`src/ddr_init_pkg.sv`:
```
// How it works
// Hold clock enable low with clocks running for at least 200 us.
// Raise clock enable, then send at least one no-operation first.
// Precharge all banks first, then wait row-precharge time sending no-operations.
// Load extended mode: DLL enabled, drive strength bit, higher bits zero.
// After each mode load wait mode-set delay with no-operations only.
// Then load base mode with operating parameters and DLL reset set.
// At least 200 cycles between DLL-reset mode load and any read.
// After base mode load, precharge all again and wait row-precharge time.
// Two auto refreshes, each followed by refresh cycle wait.
// Optional final base mode load clearing DLL reset, then mode-set delay.
// After full sequence the module accepts any valid command.
// Clock enable stays high throughout every auto refresh period.
// On frequency change reset the DLL, then 200 cycles before reads.
// Treat clocks stable only after the 100 ms PLL lock interval.
// Waits counted in cycles rounded up, no-operations only, done flag raised.
package ddr_init_pkg;
  localparam int CLK_PERIOD_PS = 25000;
  localparam int POWERUP_WAIT_US = 200;
  localparam int PLL_LOCK_INTERVAL_MS = 100;
  localparam int TRP_PS = 15000;
  localparam int TMRD_PS = 10000;
  localparam int TRFC_PS = 70000;
  localparam int DLL_READ_GAP_CYC = 200;
  localparam int POWERUP_CYC = (POWERUP_WAIT_US * 1000000 + CLK_PERIOD_PS - 1) / CLK_PERIOD_PS;
  // Per-millisecond count first; the interval in picoseconds would not fit an int
  localparam int PLL_LOCK_CYC = PLL_LOCK_INTERVAL_MS * ((1000000000 + CLK_PERIOD_PS - 1) / CLK_PERIOD_PS);
  localparam int TRP_CYC = (TRP_PS + CLK_PERIOD_PS - 1) / CLK_PERIOD_PS;
  localparam int TMRD_CYC = (TMRD_PS + CLK_PERIOD_PS - 1) / CLK_PERIOD_PS;
  localparam int TRFC_CYC = (TRFC_PS + CLK_PERIOD_PS - 1) / CLK_PERIOD_PS;
  localparam int CNT_W = 24;
  // Register map of the controller
  localparam logic [3:0] ADDR_CTRL = 4'h0;
  localparam logic [3:0] ADDR_STATUS = 4'h4;
  localparam logic [3:0] ADDR_MODE = 4'h8;
  localparam int CTRL_START_BIT = 0;
  localparam int CTRL_DRIVE_BIT = 1;
  localparam int CTRL_FINAL_LMR_BIT = 2;
  localparam int CTRL_DLL_RESET_BIT = 3;
  localparam int CTRL_REFRESH_BIT = 4;
  localparam int STAT_DONE_BIT = 0;
  localparam int STAT_READ_OK_BIT = 1;
  localparam int STAT_BUSY_BIT = 2;
  localparam int DLL_DISABLE_BIT = 0;
  localparam int OUTPUT_DRIVE_STRENGTH_BIT = 1;
  localparam int DLL_RESET_BIT = 8;
  localparam logic [12:0] MODE_RESET = 13'h0032;
  // Command encoding {cs_n, ras_n, cas_n, we_n}
  localparam logic [3:0] CMD_DESEL = 4'h8;
  localparam logic [3:0] CMD_NOP = 4'h7;
  localparam logic [3:0] CMD_PRECHARGE = 4'h2;
  localparam logic [3:0] CMD_REFRESH = 4'h1;
  localparam logic [3:0] CMD_LMR = 4'h0;
  localparam int PRECHARGE_ALL_ADDR_BIT = 10;
  typedef struct packed {
    logic [3:0] cmd;
    logic [1:0] bank;
    logic [12:0] addr;
  } ddr_cmd_t;
  typedef enum {
    ST_IDLE, ST_LOCK, ST_POWERUP, ST_NOP1, ST_PRE1, ST_EMR, ST_MR1,
    ST_PRE2, ST_REF1, ST_REF2, ST_MR2, ST_READY, ST_DLLRST
  } init_state_t;
endpackage

```
`src/ddr_init_ctrl.sv`:
```
// Chosen here: the address-and-strobe port and the register offsets.
`timescale 1ns/100ps
module ddr_init_ctrl #(
  parameter int PLL_LOCK_CYCLES = ddr_init_pkg::PLL_LOCK_CYC,
  parameter int POWERUP_CYCLES = ddr_init_pkg::POWERUP_CYC
) (
  // Clock and reset
  input wire logic clk,
  input wire logic reset,
  // Software port
  input wire logic [3:0] addr,
  input wire logic [31:0] wdata,
  input wire logic wr,
  input wire logic rd,
  output logic [31:0] rdata,
  // Module command pins and status outputs
  output logic cke,
  output ddr_init_pkg::ddr_cmd_t ddr_cmd,
  output logic init_done,
  output logic read_allowed
);
  localparam int CNT_W = ddr_init_pkg::CNT_W;

  ddr_init_pkg::init_state_t state_reg, state_next;
  logic [ddr_init_pkg::CNT_W-1:0] wait_reg, wait_next;
  logic [7:0] gap_reg;
  logic issued;
  logic [4:0] ctrl_reg;
  logic [12:0] mode_reg;
  logic cke_reg, done_reg;
  ddr_init_pkg::ddr_cmd_t cmd_reg, cmd_next;
  logic [31:0] rdata_reg;
  logic allow_reg;
  // Checker state
  logic [CNT_W-1:0] hold_cnt_reg;
  logic [7:0] since_dll_reg;
  logic [3:0] cmd_count_reg;

  wire wr_ctrl = wr && addr == ddr_init_pkg::ADDR_CTRL;
  wire wr_mode = wr && addr == ddr_init_pkg::ADDR_MODE;
  wire start_req = wr_ctrl && wdata[ddr_init_pkg::CTRL_START_BIT];
  wire dll_req = wr_ctrl && wdata[ddr_init_pkg::CTRL_DLL_RESET_BIT];
  wire waiting = wait_reg != '0;
  wire read_ok = gap_reg == 8'h00;
  wire [7:0] gap_next = issued ? 8'(ddr_init_pkg::DLL_READ_GAP_CYC) : (read_ok ? 8'h00 : gap_reg - 8'h01);
  // Request bits are strobes; only the settings persist
  wire [4:0] ctrl_wr_word = (5'(wdata[ddr_init_pkg::CTRL_DRIVE_BIT]) << ddr_init_pkg::CTRL_DRIVE_BIT) |
                            (5'(wdata[ddr_init_pkg::CTRL_FINAL_LMR_BIT]) << ddr_init_pkg::CTRL_FINAL_LMR_BIT);
  wire cmd_live = !cmd_reg.cmd[3] && cmd_reg.cmd != ddr_init_pkg::CMD_NOP;
  wire dll_load_now = cmd_reg.cmd == ddr_init_pkg::CMD_LMR && cmd_reg.addr[ddr_init_pkg::DLL_RESET_BIT];
  wire [12:0] emr_word = 13'(ctrl_reg[ddr_init_pkg::CTRL_DRIVE_BIT]) << ddr_init_pkg::OUTPUT_DRIVE_STRENGTH_BIT;
  wire [12:0] mr_rst_word = mode_reg | (13'h0001 << ddr_init_pkg::DLL_RESET_BIT);
  wire [12:0] mr_run_word = mode_reg & ~(13'h0001 << ddr_init_pkg::DLL_RESET_BIT);
  wire [31:0] status_word = {29'h0, state_reg != ddr_init_pkg::ST_READY && state_reg != ddr_init_pkg::ST_IDLE,
                             read_ok, done_reg};
  wire [31:0] rd_mux = addr == ddr_init_pkg::ADDR_CTRL ? {27'h0, ctrl_reg} :
                       addr == ddr_init_pkg::ADDR_STATUS ? status_word :
                       addr == ddr_init_pkg::ADDR_MODE ? {19'h0, mode_reg} : 32'h0;

  function automatic ddr_init_pkg::ddr_cmd_t mk(input logic [3:0] c, input logic [12:0] a, input logic [1:0] b);
    ddr_init_pkg::ddr_cmd_t r;
    r.cmd = c;
    r.addr = a;
    r.bank = b;
    return r;
  endfunction

  // Every step issues at most one command then idles with no-operations for its wait
  always_comb begin
    state_next = state_reg;
    wait_next = waiting ? wait_reg - 1'b1 : wait_reg;
    cmd_next = mk(ddr_init_pkg::CMD_NOP, 13'h0, 2'b00);
    issued = 1'b0;
    if (!waiting) begin
      case (state_reg)
        ddr_init_pkg::ST_IDLE: begin
          cmd_next = mk(ddr_init_pkg::CMD_DESEL, 13'h0, 2'b00);
          if (start_req) begin
            state_next = ddr_init_pkg::ST_LOCK;
            wait_next = CNT_W'(PLL_LOCK_CYCLES);
          end
        end
        ddr_init_pkg::ST_LOCK: begin
          state_next = ddr_init_pkg::ST_POWERUP;
          wait_next = CNT_W'(POWERUP_CYCLES);
        end
        ddr_init_pkg::ST_POWERUP: state_next = ddr_init_pkg::ST_NOP1;
        ddr_init_pkg::ST_NOP1: begin
          cmd_next = mk(ddr_init_pkg::CMD_PRECHARGE, 13'h1 << ddr_init_pkg::PRECHARGE_ALL_ADDR_BIT, 2'b00);
          state_next = ddr_init_pkg::ST_PRE1;
          wait_next = CNT_W'(ddr_init_pkg::TRP_CYC);
        end
        ddr_init_pkg::ST_PRE1: begin
          cmd_next = mk(ddr_init_pkg::CMD_LMR, emr_word, 2'b01);
          state_next = ddr_init_pkg::ST_EMR;
          wait_next = CNT_W'(ddr_init_pkg::TMRD_CYC);
        end
        ddr_init_pkg::ST_EMR: begin
          cmd_next = mk(ddr_init_pkg::CMD_LMR, mr_rst_word, 2'b00);
          issued = 1'b1;
          state_next = ddr_init_pkg::ST_MR1;
          wait_next = CNT_W'(ddr_init_pkg::TMRD_CYC);
        end
        ddr_init_pkg::ST_MR1: begin
          cmd_next = mk(ddr_init_pkg::CMD_PRECHARGE, 13'h1 << ddr_init_pkg::PRECHARGE_ALL_ADDR_BIT, 2'b00);
          state_next = ddr_init_pkg::ST_PRE2;
          wait_next = CNT_W'(ddr_init_pkg::TRP_CYC);
        end
        ddr_init_pkg::ST_PRE2: begin
          cmd_next = mk(ddr_init_pkg::CMD_REFRESH, 13'h0, 2'b00);
          state_next = ddr_init_pkg::ST_REF1;
          wait_next = CNT_W'(ddr_init_pkg::TRFC_CYC);
        end
        ddr_init_pkg::ST_REF1: begin
          cmd_next = mk(ddr_init_pkg::CMD_REFRESH, 13'h0, 2'b00);
          state_next = ddr_init_pkg::ST_REF2;
          wait_next = CNT_W'(ddr_init_pkg::TRFC_CYC);
        end
        ddr_init_pkg::ST_REF2: begin
          state_next = ddr_init_pkg::ST_READY;
          if (ctrl_reg[ddr_init_pkg::CTRL_FINAL_LMR_BIT]) begin
            cmd_next = mk(ddr_init_pkg::CMD_LMR, mr_run_word, 2'b00);
            state_next = ddr_init_pkg::ST_MR2;
            wait_next = CNT_W'(ddr_init_pkg::TMRD_CYC);
          end
        end
        ddr_init_pkg::ST_MR2: state_next = ddr_init_pkg::ST_READY;
        ddr_init_pkg::ST_READY: begin
          // Ready; software may refresh or reset the DLL after a clock change
          if (dll_req) begin
            cmd_next = mk(ddr_init_pkg::CMD_LMR, mr_rst_word, 2'b00);
            issued = 1'b1;
            state_next = ddr_init_pkg::ST_DLLRST;
            wait_next = CNT_W'(ddr_init_pkg::TMRD_CYC);
          end else if (wr_ctrl && wdata[ddr_init_pkg::CTRL_REFRESH_BIT]) begin
            cmd_next = mk(ddr_init_pkg::CMD_REFRESH, 13'h0, 2'b00);
            state_next = ddr_init_pkg::ST_MR2;
            wait_next = CNT_W'(ddr_init_pkg::TRFC_CYC);
          end
        end
        ddr_init_pkg::ST_DLLRST: state_next = ddr_init_pkg::ST_READY;
        default: state_next = ddr_init_pkg::ST_IDLE;
      endcase
    end
  end

  always_ff @(posedge clk) begin
    if (reset) begin
      state_reg <= ddr_init_pkg::ST_IDLE;
      wait_reg <= '0;
      cmd_reg <= mk(ddr_init_pkg::CMD_DESEL, 13'h0, 2'b00);
      cke_reg <= 1'b0;
      done_reg <= 1'b0;
      gap_reg <= 8'(ddr_init_pkg::DLL_READ_GAP_CYC);
      allow_reg <= 1'b0;
    end else begin
      state_reg <= state_next;
      wait_reg <= wait_next;
      cmd_reg <= cmd_next;
      // Low through lock and power-up wait; never drops again, covering refresh
      if (state_reg == ddr_init_pkg::ST_POWERUP && !waiting) cke_reg <= 1'b1;
      done_reg <= state_next == ddr_init_pkg::ST_READY;
      gap_reg <= gap_next;
      // Built from next values so the pin moves with done, not a cycle behind
      allow_reg <= state_next == ddr_init_pkg::ST_READY && gap_next == 8'h00;
    end
  end

  always_ff @(posedge clk) begin
    if (reset) begin
      ctrl_reg <= 5'h00;
      mode_reg <= ddr_init_pkg::MODE_RESET;
      rdata_reg <= 32'h0;
    end else begin
      if (wr_ctrl) ctrl_reg <= ctrl_wr_word;
      if (wr_mode) mode_reg <= wdata[12:0];
      rdata_reg <= rd ? rd_mux : 32'h0;
    end
  end

  assign rdata = rdata_reg;
  assign cke = cke_reg;
  assign ddr_cmd = cmd_reg;
  assign init_done = done_reg;
  assign read_allowed = allow_reg;

  // Checker state only; none of it steers the sequencer
  always_ff @(posedge clk) begin
    if (reset) begin
      hold_cnt_reg <= '0;
      since_dll_reg <= 8'h00;
      cmd_count_reg <= 4'h0;
    end else begin
      if (state_reg == ddr_init_pkg::ST_IDLE) hold_cnt_reg <= '0;
      else if (!cke_reg && hold_cnt_reg != '1) hold_cnt_reg <= hold_cnt_reg + 1'b1;
      if (dll_load_now) since_dll_reg <= 8'h01;
      else if (since_dll_reg != 8'hFF) since_dll_reg <= since_dll_reg + 8'h01;
      if (state_reg == ddr_init_pkg::ST_IDLE) cmd_count_reg <= 4'h0;
      else if (cmd_live && cmd_count_reg != 4'hF) cmd_count_reg <= cmd_count_reg + 4'h1;
    end
  end
endmodule

```
`config.mk`:
```
export PLATFORM = sky130hd
export DESIGN_NAME = ddr_init_ctrl
export DESIGN_NICKNAME = d
export VERILOG_FILES = /design/src/ddr_init_pkg.sv /design/src/ddr_init_ctrl.sv
export SDC_FILE = /design/constraint.sdc
export NUM_CORES = 1
export LEC_CHECK = 0
export ABC_CLOCK_PERIOD_IN_PS = 3800
export BUFFER_PORTS_ARGS = -buffer_cell sky130_fd_sc_hd__buf_2
export CAP_MARGIN = 20
export CORE_MARGIN = 8
export CORE_UTILIZATION = 55
export DETAILED_ROUTE_END_ITERATION = 7
export PLACE_DENSITY = 0.81
export SLEW_MARGIN = 20
export SYNTH_ARGS = -nofsm -noshare
export SYNTH_HDL_FRONTEND = slang
export SYNTH_SLANG_ARGS = --single-unit
```
`constraint.sdc`:
```
create_clock -name clk -period 3.8 [get_ports clk]
set_input_delay 0.57 -clock clk [delete_from_list [all_inputs] [get_ports clk]]
set_output_delay 0.57 -clock clk [all_outputs]
set_load 0.01 [all_outputs]
```
### After elaboration in Yosys (flattened, before gate mapping)

Index checks and enable logic that the tools add are counted.
W data, S select, Z words.

* word-level logic and storage cells: 85
* output and inout port bits: 54
* input port bits: 40
* register bits after elaboration: 136

* bitwise logic cells: 3
* add/subtract/negate cells: 2
* equality and inequality tests: 17
* reductions and logical operators: 23
* mux-type cells: 26

Operators by type and width (count)
* $pmux W32 S12: 1
* $eq A32 B3 Y1 const B: 5
* $eq A32 B4 Y1 const B: 5
* $mux W24: 6
* $pmux W24 S6: 1
* $pmux W19 S7: 1
* $mux W32: 4
* $eq A32 B2 Y1 const B: 2
* $mux W18: 3
* $eq A32 B1 Y1 const B: 1
* $eq A32 B5 Y1 const B: 1
* $logic_not A32 Y1: 1
* $ne A32 B5 Y1 const B: 1
* $reduce_bool A32 Y1: 1
* $reduce_bool A24 Y1: 1
* $sub A24 B1 Y24 const B: 1
* $mux W19: 1
* $logic_not A8 Y1: 2
* $mux W8: 2
* $mux W5: 3
* $reduce_or A2 Y1: 5
* $logic_and A1 B1 Y1: 8
* $reduce_or A4 Y1: 2
* $sub A8 B1 Y8 const B: 1
* other kinds (9): 12

### Longest topological paths before layout

Gate-level depths: netlist (run 1).

* word-level depth: 9
* gate-level depth with buffers: 10
* depth with buffers taken out: 8

### Worst setup path before layout (run 1)

No wires, ideal clock.

* kind: register -> register
* from: reg wait_reg[2] (netlist bit)
* to: reg done_reg (netlist: init_done)
* library setup time: 0.117 ns
* cell stages (with the launch flop): 8
* required time: 3.683 ns
* data arrival time: 2.623 ns
* path buffers: 1
* period minus slack after synthesis: 2.740 ns
* path slack: 1.060 ns
* path through: dfxtp_1 > or4_4 > or4_1 > buf_6 > or4_4 > o32ai_4 > o21ba_2 > and4b_1

* word-level cells in the longest chain between the ends: 3

RTL lines
* from (decl): line ddr_init_ctrl.sv:25 `logic [ddr_init_pkg::CNT_W-1:0] wait_reg, wait_next;`
* from (signal assigned): line ddr_init_ctrl.sv:158 `wait_reg <= wait_next;`
* $reduce_bool A24 Y1: line ddr_init_ctrl.sv:43 `wire waiting = wait_reg != '0;`
* $mux W32: line ddr_init_ctrl.sv:74 `if (!waiting) begin`
* $eq A32 B5 Y1: line ddr_init_ctrl.sv:162 `done_reg <= state_next == ddr_init_pkg::ST_READY;`
* to (signal assigned): line ddr_init_ctrl.sv:162
* to (decl): line ddr_init_ctrl.sv:30 `logic cke_reg, done_reg;`

No other way between the ends.
A chain may end at the register's enable or synchronous reset.

### Worst setup path in the final report (run 1)

* from: reg wait_reg[2] (netlist bit)
* to: reg wait_reg[12] (netlist bit)

* word-level cells in the longest chain between the ends: 6
* elaborated cells on any way between the ends: 9
* those cells by class: 1 x add/sub; 7 x mux; 1 x reduce/logical

RTL lines
* $sub A24 B1 Y24 / $reduce_bool A24 Y1 (equally long branches): line ddr_init_ctrl.sv:71, ddr_init_ctrl.sv:43
* $mux W24: line ddr_init_ctrl.sv:71 `wait_next = waiting ? wait_reg - 1'b1 : wait_reg;`
* $mux W24: line ddr_init_ctrl.sv:135 `end else if (wr_ctrl && wdata[ddr_init_pkg::CTRL_REFRESH_BIT]) begin`
* $mux W24: line ddr_init_ctrl.sv:130 `if (dll_req) begin`
* $pmux W24 S6: line ddr_init_ctrl.sv:75 `case (state_reg)`
* $mux W24 *: line ddr_init_ctrl.sv:74

Every way passes the cells marked *; elsewhere a longest branch is shown, timed or not.

==> results_dict.tcl, run 1 <==
set metrics [dict create \
    tritoncts "built" \
    worstPathBufferInverterCount 0 \
    path_max_fanout 13 \
    worst-r2r-setup-slack_ns 0.67 \
    endpoint_kind "flop" \
    final.setup_skew_ns 0.00850 \
    relSlewSlack_pct 33.9 \
    cts.sinks 113 \
    setup-tns-final_ns 0 \
    grt_max_degree 33 \
    finalWirelength_um 11000 \
    die_area_sq_um 11900 \
    timing_worst_slew_pin_value_ns 0.989 \
    hold_viol_final 0 \
    n_antenna_cell 0 \
    antenna_found_initial 0 \
    area_growth_pct 16.9 \
    leakage_nw 2.32 \
    vias_in_the_first_global_route 3759 \
    post_cts_resize_count 0 \
    clock.fmax_mhz 319 \
    post-cts-setup-buffer-count 0 \
    worst_hold_path.endpoint "mode_reg[9]" \
    coreArea_sq_um 8550 \
    routed_wire_length_per_instance_um 15.6 \
    max_stage_delay_ns 0.65 \
    drt_drc_violations_left 0 \
    number_of_nets_still_failing_antenna_checks_after_routing 0 \
    drive_gt1_share_pct 16.6 \
    final_core_utilization_pct 65.3 \
    viasPerCell 5.56 \
    number_of_flops_mapped_to_enable_cells_by_yosys 0 \
    timing.critical_path.required_ns 4.19 \
    min_period_ns 3.13 \
    numPortBuffers 54 \
    postLayoutCellArea_sq_um 5580 \
    synthDistinctLibCells 60 \
    clk_root_buffer_cell "clkbuf_8" \
    holdCritPathClass "in -> reg" \
    rr_endpoint "wait_reg[12]" \
    rsz0062_at_grt "no" \
    start_kind "flop" \
    min_from "wdata[9]" \
    fp.dieH_um 109 \
    finalCritPeriodShare_pct 82.5 \
    grt_pass1_wl_um 17500 \
    drt_iter0_markers 258 \
    pwr_density_cell_nw_per_um2 758 \
    ys.warnings.count 0 \
    io_pins 94 \
    netlist_area_sq_um 4770 \
    crit_startpoint "wait_reg[2]" \
    clk_pin_slew_worst_paths_ns 0.06 \
    final_setup_violations 0 \
    floorplan.die.width_um 109 \
    initial_cell_density_of_the_core_pct 55.8 \
    rr_startpoint "wait_reg[2]" \
    std_cell_rows 34 \
    synth.ff_latch_count 113 \
    critical_path_depth 6 \
    groute.usage.overall_pct 18.7 \
    worstRegToRegCells 6 \
    cpLargestDelayFamily "simple AND/OR/NAND/NOR gates" \
    first_pass_iters 5 \
    critical_path.most_common_cell "or4_4" \
    gp_routability_congestion 0.894 \
    maxSlewViolCount 0 \
    cts_hold_repair.buffers 0 \
    clock_latency_at_the_later_pin_of_the_worst_skew_pair_ns 0.53 \
    largest_buffer_count_on_any_clock_path 2 \
    worstPathCellList "or4_4 > or4_1 > or4_4 > a21oi_2 > a21o_1 > o21ai_0" \
    min_delay_path_depth 3 \
    cp_data_arrival_time_ns 3.52 \
    place_area_sq_um 5010 \
    synthesis.instances 538 \
    overall_overflow_remaining_after_global_route 0 \
    synth_async_reset_ratio_pct 0 \
    totalPowerFinal_mw 4.23 \
    via_count 3940 \
    criticalPathCategory "reg -> reg" \
    synth_area_per_cell_sq_um 8.87 \
    finalNetCount 631 \
    crit_slowest_cell "or4_4" \
    synth_top_flop_cell "dfxtp_1" \
    ctsHtreeMaxLevel 4 \
    post-dp-hpwl_um 7470 \
    status "finished clean" \
    portion_of_the_post_synthesis_area_used_by_sequential_elements_pct 47.4 \
    power.ir.vdd_worst_v 0.000453 \
    timing.max_cap.violations 0 \
    numCtsBuffers 17 \
    largest_register_ffs 32 \
]
stage by stage:
stage          hold slack [ns]  setup slack, ns  cells
2_1_floorplan            0.430             1.06    557
3_3_place_gp             0.437            0.762    677
3_5_place_dp             0.445            0.689    677
4_1_cts                  0.270            0.642    709
5_1_grt                  0.276            0.534    709
6_report                 0.280            0.666    709
layer usage:
metal  GRT usage (%)  up-vias  wire [um]
met5               0        -          0
met4            11.2        0        294
met3            5.85       38        971
met2            30.1      158       5250
met1            21.4     1807       4520
li1                -     1937          -
cell usage in the layout, fill, tap and decap left out, types with 7 or more instances in the layout:
cell	count
nand2_1	52
a31oi_1	8
nand4_1	7
xor2_1	14
conb_1	20
clkbuf_16	16
o21ai_0	9
buf_2	54
and2_1	53
nand3_1	17
dfxtp_1	113
inv_1	10
nor3_1	12
xnor2_1	10
a21oi_1	35
nor4_1	16
nor2_1	49
nand2b_1	7
cell usage after synthesis (3+ instances only):
cell type  count  share of area (%)
dfxtp_1      113                 47
and2_1        53                6.9
nand2_1       52                4.1
nor2_1        49                3.9
a21oi_1       35                3.7
buf_4         20                3.1
nand3_1       17                1.8
clkbuf_1      16                1.3
nor4_1        16                2.1
xor2_1        14                2.6
nor3_1        12                1.3
inv_1         10               0.79
xnor2_1       10                1.8
o21ai_0        9               0.94
a31oi_1        8                1.0
nand2b_1       7               0.92
nand4_1        7               0.92
nor2b_1        6               0.79
or4_1          6               0.94
and3_1         5               0.66
buf_1          5               0.39
o21a_1         5               0.79
nor3b_1        4               0.63
or3_1          4               0.52
a21o_1         3               0.47
a41oi_1        3               0.55
ha_1           3               0.79
mux2i_1        3               0.63
o211ai_1       3               0.47
or4_4          3               0.71
cell type report:
cell class	instances	area [sq um]
flip-flops and latches	113	2260
clock inverters	15	151
fillers	689	2970
clock buffers	17	414
inverters	10	37.5
multi-input cells	390	2290
well taps	108	135
repair buffers	56	285
how the worst max path moves through the flow:
stage	endpoint	slack (ns)
2_1_floorplan	init_done	1.06
3_3_place_gp	wait_reg[12]	0.76
3_5_place_dp	wait_reg[12]	0.69
4_1_cts	wait_reg[12]	0.64
5_1_grt	wait_reg[12]	0.53
6_report	wait_reg[12]	0.67
worst min-delay path: cells and delay by family:
family	cells	cell delay [ns]
AO/OA/AOI/OAI	1	0.05
buffers and inverters	1	0.10
AND/OR/NAND/NOR	1	0.04
cell families after synthesis:
logic type	synth area share (%)
adders and majority gates	0.786
other	0.0786
buffers and inverters	6.03
muxes	0.629
and+or+nand+nor	28.7
AOI/OAI and AO/OA	12.0
xor gates and xnor gates	4.40
DFF	47.4
power breakdown:
group	internal (mW)	total [mW]	switching, mW	leakage, nW
logic	0.476	1.25	0.770	1.13
registers	1.34	1.49	0.159	0.917
clock network	0.885	1.49	0.604	0.274
Power figures use the tool's default switching activity.
==> run 2: changes to the inputs <==
- ABC_CLOCK_PERIOD_IN_PS: 3800 -> 3000
- clock period: 3.8 -> 3 ns (I/O delays scaled with it)
==> run 2 against run 1 <==
Final area is 3.0% higher. Combinational power is 37% higher. Power is 30% higher. Routed wire length is 4.1% higher. Via count is 3.7% higher. Count of clock-buffer cells in the layout stayed put. Die area stayed put. Worst hold slack worse by 0.12 ns. Utilization is 2.0 points higher. Register-to-register slack worse by 0.45 ns. Largest cell class unchanged.
==> results_dict.tcl, run 2 (synthesis results as in run 1) <==
set metrics [dict create \
    numPortBuffers 54 \
    endpoint_kind "flop" \
    grt_max_degree 32 \
    finalNetCount 648 \
    clk_root_buffer_cell "clkbuf_8" \
    std_cell_rows 34 \
    first_pass_iters 5 \
    relSlewSlack_pct 59.4 \
    routed_wire_length_per_instance_um 15.8 \
    min_from "wdata[5]" \
    pre_cts_ws_ns 0.126 \
    status "finished clean" \
    numCtsBuffers 17 \
    gp_routability_congestion 0.910 \
    coreArea_sq_um 8550 \
    number_of_nets_still_failing_antenna_checks_after_routing 0 \
    finalWirelength_um 11500 \
    cp_data_arrival_time_ns 3.19 \
    tritoncts "built" \
    ctsHtreeMaxLevel 4 \
    grt_pass1_wl_um 18800 \
    clk_pin_slew_worst_paths_ns 0.06 \
    setup-tns-final_ns 0 \
    groute.layer.met2.usage_pct 32.8 \
    cts.sinks 113 \
    finalCritPeriodShare_pct 93.0 \
    post_cts_resize_count 0 \
    initial_cell_density_of_the_core_pct 55.8 \
    criticalPathCategory "reg -> reg" \
    min_period_ns 2.79 \
    via_count 4086 \
    drt_drc_violations_left 0 \
    overall_overflow_remaining_after_global_route 0 \
    worst-r2r-setup-slack_ns 0.21 \
    timing.max_cap.violations 0 \
    min_delay_path_depth 3 \
    viasPerCell 5.63 \
    rr_startpoint "wait_reg[3]" \
    drt_iter0_markers 302 \
    antenna_found_initial 0 \
    timing.critical_path.required_ns 3.40 \
    post-cts-setup-buffer-count 0 \
    n_antenna_cell 0 \
    largest_buffer_count_on_any_clock_path 2 \
    drive_gt1_share_pct 19.1 \
    largest_register_ffs 32 \
    area_growth_pct 20.4 \
    fillerInstances 652 \
    cts_hold_repair.buffers 0 \
    maxSlewViolCount 0 \
    post-dp-hpwl_um 7940 \
    groute.usage.overall_pct 19.9 \
    grt_util_met3_pct 6.62 \
    rr_endpoint "init_done" \
    floorplan.die.width_um 109 \
    power.ir.vdd_worst_v 0.000554 \
    fp.dieH_um 109 \
    leakage_nw 2.42 \
    grt_max_usage_layer "met2" \
    clock.fmax_mhz 359 \
    use_met1_pct 23.0 \
    worst_hold_path.endpoint "mode_reg[5]" \
    holdCritPathClass "in -> reg" \
    hold_viol_final 0 \
    die_area_sq_um 11900 \
    start_kind "flop" \
    rsz0062_at_grt "no" \
    final.setup_skew_ns 0.0129 \
    final_setup_violations 0 \
    post-route-worst-setup-slack_ns 0.211 \
    clock_latency_at_the_later_pin_of_the_worst_skew_pair_ns 0.52 \
    timing_worst_slew_pin_value_ns 0.608 \
    pwr_density_cell_nw_per_um2 960 \
    most-common-layout-cells "113 x dfxtp_1, 54 x buf_2, 53 x and2_1" \
    io_pins 94 \
    worstRegToRegCells 6 \
    mostFrequentLayoutCell "dfxtp_1" \
    vias_in_the_first_global_route 4014 \
    path_max_fanout 9 \
]
run 2: cell count changes in the layout (fill, tap and decap cells not counted):
cell        delta
buf_4         +15
clkinv_8       +1
or4_4          +1
clkinvlp_4     -1
buf_12         +2
clkinv_4       -3
inv_6          +4
or4_1          -1
clkinv_2       -1
run 2: worst max-delay path: stages, from the launching register on:
cell and delay, ns:
dfxtp_1 0.33, or4_4 0.54, or4_4 0.51, or4_4 0.61
o32ai_4 0.30, o21ba_2 0.19, and4b_1 0.18
run 2: how the worst max path moves through the flow:
stage,slack [ns],startpoint,depth (start not counted),to
3_5_place_dp,0.13,wait_reg[3],6,init_done
5_1_grt,0.09,wait_reg[3],7,read_allowed
6_report,0.21,wait_reg[3],6,init_done
3_3_place_gp,0.15,wait_reg[3],6,init_done
2_1_floorplan,0.26,wait_reg[2],7,init_done
4_1_cts,0.10,wait_reg[3],6,init_done
run 2: cell type report:
class,instances,area (sq um),share of cell area [%]
clock buffer,17,414,7.20
clock inverter,15,164,2.85
inverter,10,37.5,0.653
multi-input combinational,390,2300,40.0
sequential,113,2260,39.3
tap,108,135,2.35
timing repair buffer,73,438,7.62
run 2: power breakdown:
group          internal, mW  leakage, nW  switching, mW  total (mW)
clock network          1.14        0.282          0.787        1.92
registers              1.69        0.917          0.196        1.89
logic                 0.677         1.22           1.03        1.71
run 2: per-layer routing:
layer,part of all wire [%],vias up
li1,-,1965
met1,40,1906
met2,48,183
met3,9.6,32
met4,2.3,0
met5,0,-
run 2: per-stage QoR:
step	std cells	cell area, sq um	hold slack (ns)	power [mW]	util, %
6_report	726	5750	0.156	5.52	67.2
5_1_grt	726	5750	0.155	5.82	67.2
4_1_cts	726	5750	0.134	5.51	67.2
3_5_place_dp	694	5170	0.444	3.54	60.4
3_3_place_gp	694	5170	0.434	3.47	60.4
2_1_floorplan	557	4840	0.430	3.13	-
